## config.mk

```make
export PLATFORM = sky130hd
export DESIGN_NAME = ibf_ctrl
export DESIGN_NICKNAME = d
export VERILOG_FILES = /design/src/common/ibf_pkg.sv /design/src/rtl/ibf_ctrl.sv /design/src/rtl/ibf_key_seq.sv
export VERILOG_INCLUDE_DIRS = /design/src /design/src/common
export SDC_FILE = /design/constraint.sdc
export NUM_CORES = 1
export LEC_CHECK = 0
export ABC_AREA = 1
export BUFFER_PORTS_ARGS = -buffer_cell sky130_fd_sc_hd__buf_2
export CORE_AREA = 4 4 110 138
export CTS_CLUSTER_SIZE = 14
export DETAILED_ROUTE_END_ITERATION = 10
export DIE_AREA = 0 0 114 142
export PLACE_DENSITY = 0.68
export SYNTH_ARGS = -nofsm -noshare
export SYNTH_HDL_FRONTEND = slang
export SYNTH_SLANG_ARGS = --single-unit
```

## constraint.sdc

```tcl
create_clock -name ref_clk -period 2.2 [get_ports ref_clk]
set_input_delay 0.11 -clock ref_clk [delete_from_list [all_inputs] [get_ports ref_clk]]
set_output_delay 0.11 -clock ref_clk [all_outputs]
set_load 0.02 [all_outputs]
```

## src/common/ibf_cfg.svh

```systemverilog
// Constants for the bus-fault and reset control block
`ifndef IBF_CFG_SVH
`define IBF_CFG_SVH

// Clock and serial timing
`define IBF_CLK_NS        4
`define IBF_QTR_NS        250
`define IBF_QTR_CYC       (`IBF_QTR_NS / `IBF_CLK_NS)
`define IBF_RSTW_NS       100
`define IBF_RSTW_CYC      ((`IBF_RSTW_NS + `IBF_CLK_NS - 1) / `IBF_CLK_NS)
`define IBF_OSC_NS        2000
`define IBF_OSC_CYC       ((`IBF_OSC_NS + `IBF_CLK_NS - 1) / `IBF_CLK_NS)

// Reset key bytes and ready codes
`define IBF_KEY_FIRST     8'ha5
`define IBF_KEY_SECOND    8'h5a
`define IBF_READY_OK      8'h00
`define IBF_READY_BUSY    8'hff

// Sizes
`define IBF_BYTE_BITS     4'h8
`define IBF_RECOV_PULSES  4'h9
`define IBF_MEM_DEPTH     8
`define IBF_MEM_LAST      3'h7

// Status bit positions
`define IBF_ST_SSE        0
`define IBF_ST_SCL_LOW    1
`define IBF_ST_NACK       2
`define IBF_ST_DONE       3

`endif

```

## src/common/ibf_pkg.sv

```systemverilog
// Types shared by the bus-fault and reset control block
package ibf_pkg;

	// Target of a parallel-port write
	typedef enum logic [1:0] {
		IBF_SEL_NONE,
		IBF_SEL_GLOBAL_RST,
		IBF_SEL_CHAN_RST,
		IBF_SEL_STATUS_CLR
	} ibf_sel_type;

	// One parallel-port write
	typedef struct packed {
		logic        stb;
		ibf_sel_type sel;
		logic [7:0]  data;
	} ibf_pwr_type;

	// One byte transfer command
	typedef struct packed {
		logic       go;
		logic       start;
		logic       stop;
		logic       rd;
		logic       nack;
		logic [7:0] data;
	} ibf_cmd_type;

	// Serial engine states
	typedef enum logic [2:0] {
		IBF_IDLE,
		IBF_START,
		IBF_BIT,
		IBF_ACK,
		IBF_STOP,
		IBF_RECOV
	} ibf_state_type;

	// Open-drain pin drive
	typedef struct packed {
		logic scl_o;
		logic scl_oe;
		logic sda_o;
		logic sda_oe;
	} ibf_pins_type;

endpackage : ibf_pkg

```

## src/rtl/ibf_ctrl.sv

```systemverilog
// Single channel master with bus-fault detection and reset sequencing
`timescale 1ns/10ps
`include "ibf_cfg.svh"

//Contract
// - SCL low for timeout value is error
// - Recovery request ignored on SCL-low error
// - Misplaced START/STOP detection after ready reads zero
// - Monitor always, except own driven transitions (code monitors only in the IBF_BIT and IBF_ACK states)
// - START/STOP inside byte or ack is error
// - On error release lines, flag, status bit
// - After reset: oscillator wait, registers, memory zeroed
// - Writes ignored during init, reads answered
// - Reset pin low minimum width resets globally
// - A5h then 5Ah globally resets by software
// - Pin and software reset act like power-on
// - A5h then 5Ah resets the channel
// - Start only with both lines high
// - Data changes only while clock low
// - START falls, STOP rises, clock high
// - Eight bits plus one master-clocked ack
// - Last received byte left unacknowledged
// - Recovery request emits extra clock pulses
module ibf_ctrl (
	// Clock and power-on reset
	input  wire logic                 ref_clk,
	input  wire logic                 nrst,
	// Reset pin, active low
	input  wire logic                 rst_pin_n,
	// Parallel-port writes
	input  wire ibf_pkg::ibf_pwr_type pwr,
	// Transfer command and configuration
	input  wire ibf_pkg::ibf_cmd_type cmd,
	input  wire logic [15:0]          cfg_timeout,
	input  wire logic                 bus_recovery_request,
	// Serial pins
	input  wire logic                 scl_i,
	input  wire logic                 sda_i,
	output ibf_pkg::ibf_pins_type     pins,
	// Readable state
	output logic [7:0]                controller_ready_reg,
	output logic [7:0]                channel_status_reg,
	output logic                      irq_flag,
	output logic                      busy,
	output logic [7:0]                rx_data
);

	typedef struct packed {
		ibf_pkg::ibf_state_type st;
		logic [1:0]             ph;
		logic [7:0]             qcnt;
		logic [3:0]             bcnt;
		logic [7:0]             shreg;
		ibf_pkg::ibf_cmd_type   op;
		ibf_pkg::ibf_pins_type  pins;
		logic [15:0]            tcnt;
		logic                   sda_p;
		logic                   scl_p;
		logic [7:0]             status;
		logic                   irq;
		logic                   in_init;
		logic                   mem_clr;
		logic [11:0]            icnt;
		logic [2:0]             midx;
		logic [7:0]             pin_cnt;
		logic [7:0]             ready;
		logic                   busy;
		logic [`IBF_MEM_DEPTH-1:0][7:0] mem;
	} ibf_ctrl_type;

	ibf_ctrl_type s_q;
	ibf_ctrl_type s_d;

	logic [1:0] key_fire;
	logic       wr_ok;
	logic       start_seen;
	logic       stop_seen;
	logic       qtr_end;

	// Drive both lines: low when the bit is zero, released when one
	function automatic ibf_pkg::ibf_pins_type drive(input logic scl, input logic sda);
		drive.scl_o  = 1'b0;
		drive.sda_o  = 1'b0;
		drive.scl_oe = !scl;
		drive.sda_oe = !sda;
	endfunction : drive

	// Writes are dropped while initialising
	// write gate
	assign wr_ok = pwr.stb && !s_q.in_init;

	// One unlock detector per reset register
	// global and channel keys
	generate
		for (genvar k = 0; k < 2; k++) begin : g_key
			ibf_key_seq u_key (
				.ref_clk (ref_clk),
				.nrst    (nrst),
				.wr_stb  (wr_ok && (pwr.sel == ((k == 0) ? ibf_pkg::IBF_SEL_GLOBAL_RST
				                                         : ibf_pkg::IBF_SEL_CHAN_RST))),
				.wr_data (pwr.data),
				.fire    (key_fire[k])
			);
		end
	endgenerate

	// Line conditions seen with clock high on both samples
	// start stop
	assign start_seen = scl_i && s_q.scl_p && s_q.sda_p && !sda_i;
	assign stop_seen  = scl_i && s_q.scl_p && !s_q.sda_p && sda_i;
	assign qtr_end    = (s_q.qcnt == 8'(`IBF_QTR_CYC - 1));

	// Next-state logic
	always_comb begin
		s_d       = s_q;
		s_d.sda_p = sda_i;
		s_d.scl_p = scl_i;

		// Quarter-period timer; stalls in the high phase while a slave stretches.
		// Only a released clock can be stretched: our own low drive must not stall it.
		if (s_q.st != ibf_pkg::IBF_IDLE) begin
			if (qtr_end) begin
				s_d.qcnt = '0;
			end else if (!(s_q.ph == 2'h2 && !scl_i && !s_q.pins.scl_oe)) begin
				s_d.qcnt = s_q.qcnt + 8'h01;
			end
		end

		unique case (s_q.st)
			ibf_pkg::IBF_IDLE: begin
				s_d.pins = drive(1'b1, 1'b1);
				s_d.ph   = '0;
				s_d.qcnt = '0;
				if (cmd.go && !s_q.in_init) begin
					s_d.op = cmd;
					if (cmd.start && scl_i && sda_i) begin
						s_d.st = ibf_pkg::IBF_START;
					end else if (!cmd.start) begin
						s_d.st   = ibf_pkg::IBF_BIT;
						s_d.bcnt = '0;
					end
					s_d.shreg = cmd.data;
					s_d.status[`IBF_ST_DONE] = 1'b0;
				end else if (bus_recovery_request && !s_q.in_init) begin
					if (!s_q.status[`IBF_ST_SCL_LOW] && scl_i) begin
						s_d.st   = ibf_pkg::IBF_RECOV;
						s_d.bcnt = '0;
					end
				end
			end
			ibf_pkg::IBF_START: begin
				unique case (s_q.ph)
					2'h0: s_d.pins = drive(1'b1, 1'b1);
					2'h1: s_d.pins = drive(1'b1, 1'b0);
					default: s_d.pins = drive(1'b0, 1'b0);
				endcase
				if (qtr_end) begin
					s_d.ph = s_q.ph + 2'h1;
					if (s_q.ph == 2'h3) begin
						s_d.st   = ibf_pkg::IBF_BIT;
						s_d.bcnt = '0;
					end
				end
			end
			ibf_pkg::IBF_BIT: begin
				s_d.pins = drive(s_q.ph[1], s_q.op.rd || s_q.shreg[7]);
				if (qtr_end) begin
					s_d.ph = s_q.ph + 2'h1;
					if (s_q.ph == 2'h3) begin
						s_d.shreg = {s_q.shreg[6:0], sda_i};
						s_d.bcnt  = s_q.bcnt + 4'h1;
						if (s_q.bcnt == `IBF_BYTE_BITS - 4'h1) begin
							s_d.st = ibf_pkg::IBF_ACK;
						end
					end
				end
			end
			ibf_pkg::IBF_ACK: begin
				s_d.pins = drive(s_q.ph[1], !(s_q.op.rd && !s_q.op.nack));
				if (qtr_end) begin
					s_d.ph = s_q.ph + 2'h1;
					if (s_q.ph == 2'h3) begin
						if (s_q.op.rd) begin
							s_d.mem = {s_q.mem[`IBF_MEM_DEPTH-2:0], s_q.shreg};
						end else begin
							s_d.status[`IBF_ST_NACK] = sda_i;
						end
						s_d.status[`IBF_ST_DONE] = 1'b1;
						s_d.st = s_q.op.stop ? ibf_pkg::IBF_STOP : ibf_pkg::IBF_IDLE;
					end
				end
			end
			ibf_pkg::IBF_STOP: begin
				unique case (s_q.ph)
					2'h0: s_d.pins = drive(1'b0, 1'b0);
					2'h1, 2'h2: s_d.pins = drive(1'b1, 1'b0);
					default: s_d.pins = drive(1'b1, 1'b1);
				endcase
				if (qtr_end) begin
					s_d.ph = s_q.ph + 2'h1;
					if (s_q.ph == 2'h3) begin
						s_d.st = ibf_pkg::IBF_IDLE;
					end
				end
			end
			ibf_pkg::IBF_RECOV: begin
				// Data stays released so a stuck slave can let go
				s_d.pins = drive(s_q.ph[1], 1'b1);
				if (qtr_end) begin
					s_d.ph = s_q.ph + 2'h1;
					if (s_q.ph == 2'h3) begin
						s_d.bcnt = s_q.bcnt + 4'h1;
						if (s_q.bcnt == `IBF_RECOV_PULSES - 4'h1) begin
							s_d.st = ibf_pkg::IBF_IDLE;
						end
					end
				end
			end
			default: begin
				s_d.st = ibf_pkg::IBF_IDLE;
			end
		endcase

		// Clock-low watchdog counts only while the line is low
		// scl timeout
		if (scl_i) begin
			s_d.tcnt = '0;
		end else if (s_q.tcnt != cfg_timeout) begin
			s_d.tcnt = s_q.tcnt + 16'h0001;
		end
		if (!scl_i && cfg_timeout != '0 && s_q.tcnt == cfg_timeout - 16'h0001) begin
			s_d.status[`IBF_ST_SCL_LOW] = 1'b1;
			s_d.irq  = 1'b1;
			s_d.st   = ibf_pkg::IBF_IDLE;
			s_d.pins = drive(1'b1, 1'b1);
		end

		// Misplaced condition: only inside a byte or ack, never our own edges
		// armed when ready
		if ((s_q.ready == `IBF_READY_OK) && (start_seen || stop_seen)
			&& (s_q.st == ibf_pkg::IBF_BIT || s_q.st == ibf_pkg::IBF_ACK)) begin
			s_d.status[`IBF_ST_SSE] = 1'b1;
			s_d.irq  = 1'b1;
			s_d.st   = ibf_pkg::IBF_IDLE;
			s_d.pins = drive(1'b1, 1'b1);
		end

		// Write-one-to-clear; a flag set in the same cycle survives
		if (wr_ok && pwr.sel == ibf_pkg::IBF_SEL_STATUS_CLR) begin
			s_d.status = s_d.status & ~(pwr.data & ~(s_d.status ^ s_q.status));
			s_d.irq    = s_d.status[`IBF_ST_SSE] || s_d.status[`IBF_ST_SCL_LOW];
		end

		// Channel reset returns the engine and flags to power-up values
		// channel reset
		if (key_fire[1]) begin
			s_d.st     = ibf_pkg::IBF_IDLE;
			s_d.ph     = '0;
			s_d.qcnt   = '0;
			s_d.bcnt   = '0;
			s_d.shreg  = '0;
			s_d.op     = '0;
			s_d.status = '0;
			s_d.irq    = 1'b0;
			s_d.pins   = drive(1'b1, 1'b1);
		end

		// Initialisation: oscillator settle, then zero the buffer by index
		// init sequence
		if (s_q.in_init) begin
			s_d.ready = `IBF_READY_BUSY;
			if (!s_q.mem_clr) begin
				s_d.icnt = s_q.icnt + 12'h001;
				if (s_q.icnt == 12'(`IBF_OSC_CYC - 1)) begin
					s_d.mem_clr = 1'b1;
				end
			end else begin
				s_d.mem[s_q.midx] = '0;
				s_d.midx = s_q.midx + 3'h1;
				if (s_q.midx == `IBF_MEM_LAST) begin
					s_d.in_init = 1'b0;
					s_d.ready   = `IBF_READY_OK;
				end
			end
		end

		// Pin reset must stay low for the minimum width before it acts
		// pin width
		if (rst_pin_n) begin
			s_d.pin_cnt = '0;
		end else if (s_q.pin_cnt != 8'(`IBF_RSTW_CYC)) begin
			s_d.pin_cnt = s_q.pin_cnt + 8'h01;
		end

		// Pin and software reset restart everything as at power-up
		// global reset
		if (key_fire[0] || s_d.pin_cnt == 8'(`IBF_RSTW_CYC)) begin
			s_d         = '0;
			s_d.sda_p   = sda_i;
			s_d.scl_p   = scl_i;
			s_d.pin_cnt = s_q.pin_cnt;
			s_d.in_init = 1'b1;
			s_d.ready   = `IBF_READY_BUSY;
			s_d.mem     = s_q.mem;
			s_d.pins    = drive(1'b1, 1'b1);
		end

		// Busy is registered so the port comes straight from a flip-flop
		s_d.busy = (s_d.st != ibf_pkg::IBF_IDLE);
	end

	// State register; power-on reset enters the init phase
	always_ff @(posedge ref_clk or negedge nrst) begin
		if (!nrst) begin
			s_q         <= '0;
			s_q.in_init <= 1'b1;
			s_q.ready   <= `IBF_READY_BUSY;
			s_q.sda_p   <= 1'b1;
			s_q.scl_p   <= 1'b1;
			s_q.pins    <= 4'h0;
		end else begin
			s_q <= s_d;
		end
	end

	// Outputs come straight from the state register
	assign pins                 = s_q.pins;
	assign controller_ready_reg = s_q.ready;
	assign channel_status_reg   = s_q.status;
	assign irq_flag             = s_q.irq;
	assign busy                 = s_q.busy;
	assign rx_data              = s_q.mem[0];

endmodule : ibf_ctrl

```

## src/rtl/ibf_key_seq.sv

```systemverilog
// Two-write unlock detector for a reset register
`timescale 1ns/10ps
`include "ibf_cfg.svh"

module ibf_key_seq (
	// Clock and reset
	input  wire logic       ref_clk,
	input  wire logic       nrst,
	// Write to this register
	input  wire logic       wr_stb,
	input  wire logic [7:0] wr_data,
	// One-cycle reset request
	output logic            fire
);

	typedef struct packed {
		logic armed;
		logic fire;
	} ibf_key_type;

	ibf_key_type s_q;
	ibf_key_type s_d;

	// Any write after the first key either fires or disarms
	always_comb begin
		s_d      = s_q;
		s_d.fire = 1'b0;
		if (wr_stb) begin
			if (s_q.armed) begin
				s_d.armed = 1'b0;
				s_d.fire  = (wr_data == `IBF_KEY_SECOND);
			end else begin
				s_d.armed = (wr_data == `IBF_KEY_FIRST);
			end
		end
	end

	// State register
	always_ff @(posedge ref_clk or negedge nrst) begin
		if (!nrst) begin
			s_q <= '0;
		end else begin
			s_q <= s_d;
		end
	end

	assign fire = s_q.fire;

endmodule : ibf_key_seq

```

==> results.txt <==
----------------------------------------------------
[Run status]
  Status ... finished, final reports clean

[Floorplanning]
  Die Wd ... roughly 110 um
  Total I/O pin count ... 76
  Die Footprint ... 16200 um^2
  Row count ... between 40 and 50
  Initial cell density of the core ... ~50%
  Core box area ... 13800 um^2
  Height of the die ... around 140 um

[Place]
  Number of buffers inserted by port buffering ... between 70 and 80
  Routability congestion estimate ... 0.888
  Standard cell area after detailed placement ... roughly 7200 um^2
  Half-perimeter wire length of the detailed placement result ... roughly 13 mm
  # placed instances ... around 1200

[Layout]
  Synth-to-layout area growth ... 11.8%
  Share of layout cells above drive strength 1 ... ~16%
  # nets final ... roughly 1100
  Ant. Diodes ... 0
  Fill cell total of the finished layout ... between 1000 and 1500
  Max reg flops ... roughly 70
  Area used by sequential logic in the layout ... 2410 um^2
  Fin area ... 7580 um^2
  Area used by multi-input combinational logic ... ~3600 um^2
  Count of non-filler cells in the finished layout ... around 1200

[GRT]
  Global-route wire length before repair ... 27.4 mm
  Number of global-route vias before repair ... between 5000 and 6000
  Largest net degree at the start of global routing ... 42
  Overflow after GRT ... 0
  Initial antenna violation count ... 0
  Combined global-route utilization of all metal layers ... around a fifth

[Synthesis]
  Cell count after synthesis ... approximately 950
  Yosys warning count ... 0
  Async S/R FF share, synth ... 100%
  Synth Flop Type ... sky130_fd_sc_hd__dfrtp_1
  Register bit total from synthesis ... 96
  Mean instance size in the synthesized netlist ... a little over 7 um^2
  Proportion of synthesized chip area in sequential cells ... 35.5%
  Synth Cell Area ... about 6800 um^2
  Number of enable flip-flop cells after synthesis ... 0
  Distinct cell type count of the synthesized netlist ... 46

[STA]
  Max-slew violation count ... 0
  Worst Max-Slew Pin Slew ... ~570 ps
  Final setup violation count ... 0
  Max_slew headroom ... roughly 62%
  Post-route worst hold slack ... 16.6 ps
  Fin crit share ... between 90% and 100%
  Setup skew after layout ... 9.76 ps
  Number of hold-slack violations in the final timing report ... 0
  Final sum of negative setup slack ... 0 ps
  Clock period minus final worst setup slack ... slightly above 2000 ps
  Highest clock frequency the design can meet ... a little under 500 MHz
  RSZ-0062 raised after global routing ... false

[Worst setup path]
  Cell depth of the worst setup path ... 10
  CP Cell Sequence ... inv_1 > or2_2 > nand2_1 > nor3_1 > nand3_1 > nor2_4 > inv_2 > nor2_4 > nand2_1 > o21ai_2
  Count of buffering cells on the critical path with inverters included ... 2
  Worst r2r dst ... s_q[124]$_DFFE_PN0P_
  Crit path DAT ... between 2000 and 2500 ps
  Start-to-end type of the worst setup path ... register to register
  Startpoint type of the worst setup path ... register
  Maximum cell stage delay along the critical path ... between 400 and 500 ps
  Critical path startpoint ... s_q[112]$_DFFE_PN0P_
  Reg-to-reg setup timing slack ... 140 ps
  Cell at the slowest stage of the critical path ... sky130_fd_sc_hd__dfrtp_1
  Maximum fanout count along the critical path ... 8
  Type of element capturing the critical path ... register
  Critical path's top delay family ... simple AND/OR/NAND/NOR gates
  Worst reg2reg startpoint ... s_q[112]$_DFFE_PN0P_
  Data required time of the worst path ... 2470 ps
  Worst r2r path cells ... 10

[Drt]
  Count of antenna-violating nets left after detailed routing ... 0
  DRC ... 0
  Ratio of routed vias to standard cells ... just over 5
  First-pass iteration count of the detailed router ... 5
  Count of routing violations after the opening detailed-route iteration ... around 400
  DR vias ... 6158
  Detail-routed net length per standard cell ... about 14 um
  Final wirelength ... roughly 16 mm

[Power and ir drop]
  Overall power ... a little under 4000 uW
  Power density normalized to cell area ... just over 500 nW/um^2
  Worst ir drop on vdd ... 0.293 mV
  Leakage power of the design ... approximately 0.0035 uW

[Clock tree]
  TritonCTS clock tree ... done
  Number of buffers inserted to repair setup after CTS ... 0
  Number of clock sinks ... 96
  Number of H-tree levels ... 3
  Max clock buf depth ... 2
  Root Buffer ... sky130_fd_sc_hd__clkbuf_16
  Clock latency on the worst-skew pair ... 350 ps
  Clock slew seen by the registers of the worst setup and hold paths ... ~70 ps
  Total CTS buffers ... 9

[Min path]
  Worst min-delay path endpoint ... s_q[139]$_DFFE_PN0P_
  Min-Delay Path Class ... primary input to register
  WHS Path Cells ... 3
  Hold path startpoint ... cmd[10]

[Flow run]
  Max-capacitance violation count ... 0

----------------------------------------------------
==> power breakdown <==
part           internal, uW  total [uW]  switching [uW]
clock                   941        1590             653
combinational           151         380             229
sequential             1840        1900            60.3
==> worst max-delay path by stage <==
stage | end | slack [ps]
floorplan | s_q[112]$_DFFE_PN0P_ | 300
global placement | s_q[119]$_DFFE_PN0P_ | 130
detailed placement | s_q[155]$_DFFE_PN0P_ | 110
CTS | s_q[155]$_DFFE_PN0P_ | 100
global route | s_q[122]$_DFFE_PN0P_ | 4
finish | s_q[124]$_DFFE_PN0P_ | 140
==> cells in the mapped netlist (all sizes together), types with 7 or more instances <==
master,number,share of area [%]
nor2,129,8.2
nor3,18,1.4
xnor2,10,1.3
a21oi,41,3.4
o21ai,67,5.1
clkbuf,7,0.39
o211ai,9,1.0
nand2,224,13
ha,18,3.3
nand4,23,2.1
inv,120,6.6
nand3,69,5.4
buf,45,5.1
dfrtp,92,34
xor2,29,3.7
o31ai,11,1.2
==> per-layer routing <==
| layer | wire, um | vias to the layer above | global-route usage, % | share of wire (%) |
|---|---|---|---|---|
| li1 | - | 3177 | - | - |
| met1 | 7130 | 2872 | 26.2 | 44 |
| met2 | 8420 | 85 | 35.8 | 51 |
| met3 | 474 | 24 | 2.93 | 2.9 |
| met4 | 331 | 0 | 6.88 | 2.0 |
| met5 | 0 | - | 0 | 0 |
==> layout make-up <==
type / instances / area share [%]
Multi-Input combinational cell: 684 / 47.4
Sequential cell: 96 / 31.8
Timing Repair Buffer: 98 / 7.78
Inverter: 123 / 6.13
Clock buffer: 13 / 3.43
Tap cell: 175 / 2.89
Clock inverter: 3 / 0.528
==> what timing repair did <==
item,in CTS,in global routing
hold endpoints to repair,35,0
setup endpoints to repair,0,72
hold buffers,2,0
resized for setup,0,21
==> cells by family after synthesis <==
| family | after synthesis | synth area share, % |
|---|---|---|
| adder cells (fa/ha/maj) | 18 | 3.32 |
| AO/OA/AOI/OAI | 142 | 12.2 |
| XOR/XNOR | 39 | 5.04 |
| flip-flops | 96 | 35.5 |
| other | 1 | 0.0553 |
| AND/OR/NAND/NOR | 482 | 31.6 |
| buffers and inverters | 175 | 12.3 |
==> stage by stage <==
step	util, %	worst slack [ps]
after floorplan	-	305
after global placement	51.9	134
after detailed placement	51.9	111
after CTS	54.3	99.7
after global routing	54.9	4.10
final	54.9	143
==> layout by cell type (no fill, tap or decap), drive strengths merged <==
| cell | n |
|---|---|
| clkbuf | 13 |
| bufinv | 1 |
| dlygate4sd3 | 2 |
| o22ai | 2 |
| or2 | 4 |
| nor3b | 3 |
| xnor2 | 10 |
| o21ai | 67 |
| dfrtp | 92 |
| a22oi | 1 |
| nor2 | 130 |
| a21boi | 1 |
| nor3 | 18 |
| ha | 18 |
| buf | 96 |
| a21oi | 41 |
| and2 | 1 |
| o211ai | 9 |
| nand4 | 23 |
| dfstp | 4 |
| clkinv | 5 |
| nand3 | 69 |
| nand3b | 5 |
| o21a | 2 |
| a211oi | 6 |
| inv | 120 |
| xor2 | 29 |
| conb | 2 |
| o31ai | 11 |
| nor4 | 6 |
| nand2 | 224 |
| o2111ai | 2 |
==> worst reg2reg max path, cell delays in order (launching register included) <==
cell	delay (ps)
sky130_fd_sc_hd__dfrtp_1	420
sky130_fd_sc_hd__inv_1	150
sky130_fd_sc_hd__or2_2	140
sky130_fd_sc_hd__nand2_1	60
sky130_fd_sc_hd__nor3_1	280
sky130_fd_sc_hd__nand3_1	180
sky130_fd_sc_hd__nor2_4	200
sky130_fd_sc_hd__inv_2	160
sky130_fd_sc_hd__nor2_4	240
sky130_fd_sc_hd__nand2_1	100
sky130_fd_sc_hd__o21ai_2	60
No activity file was read; power rests on OpenSTA's default activity.
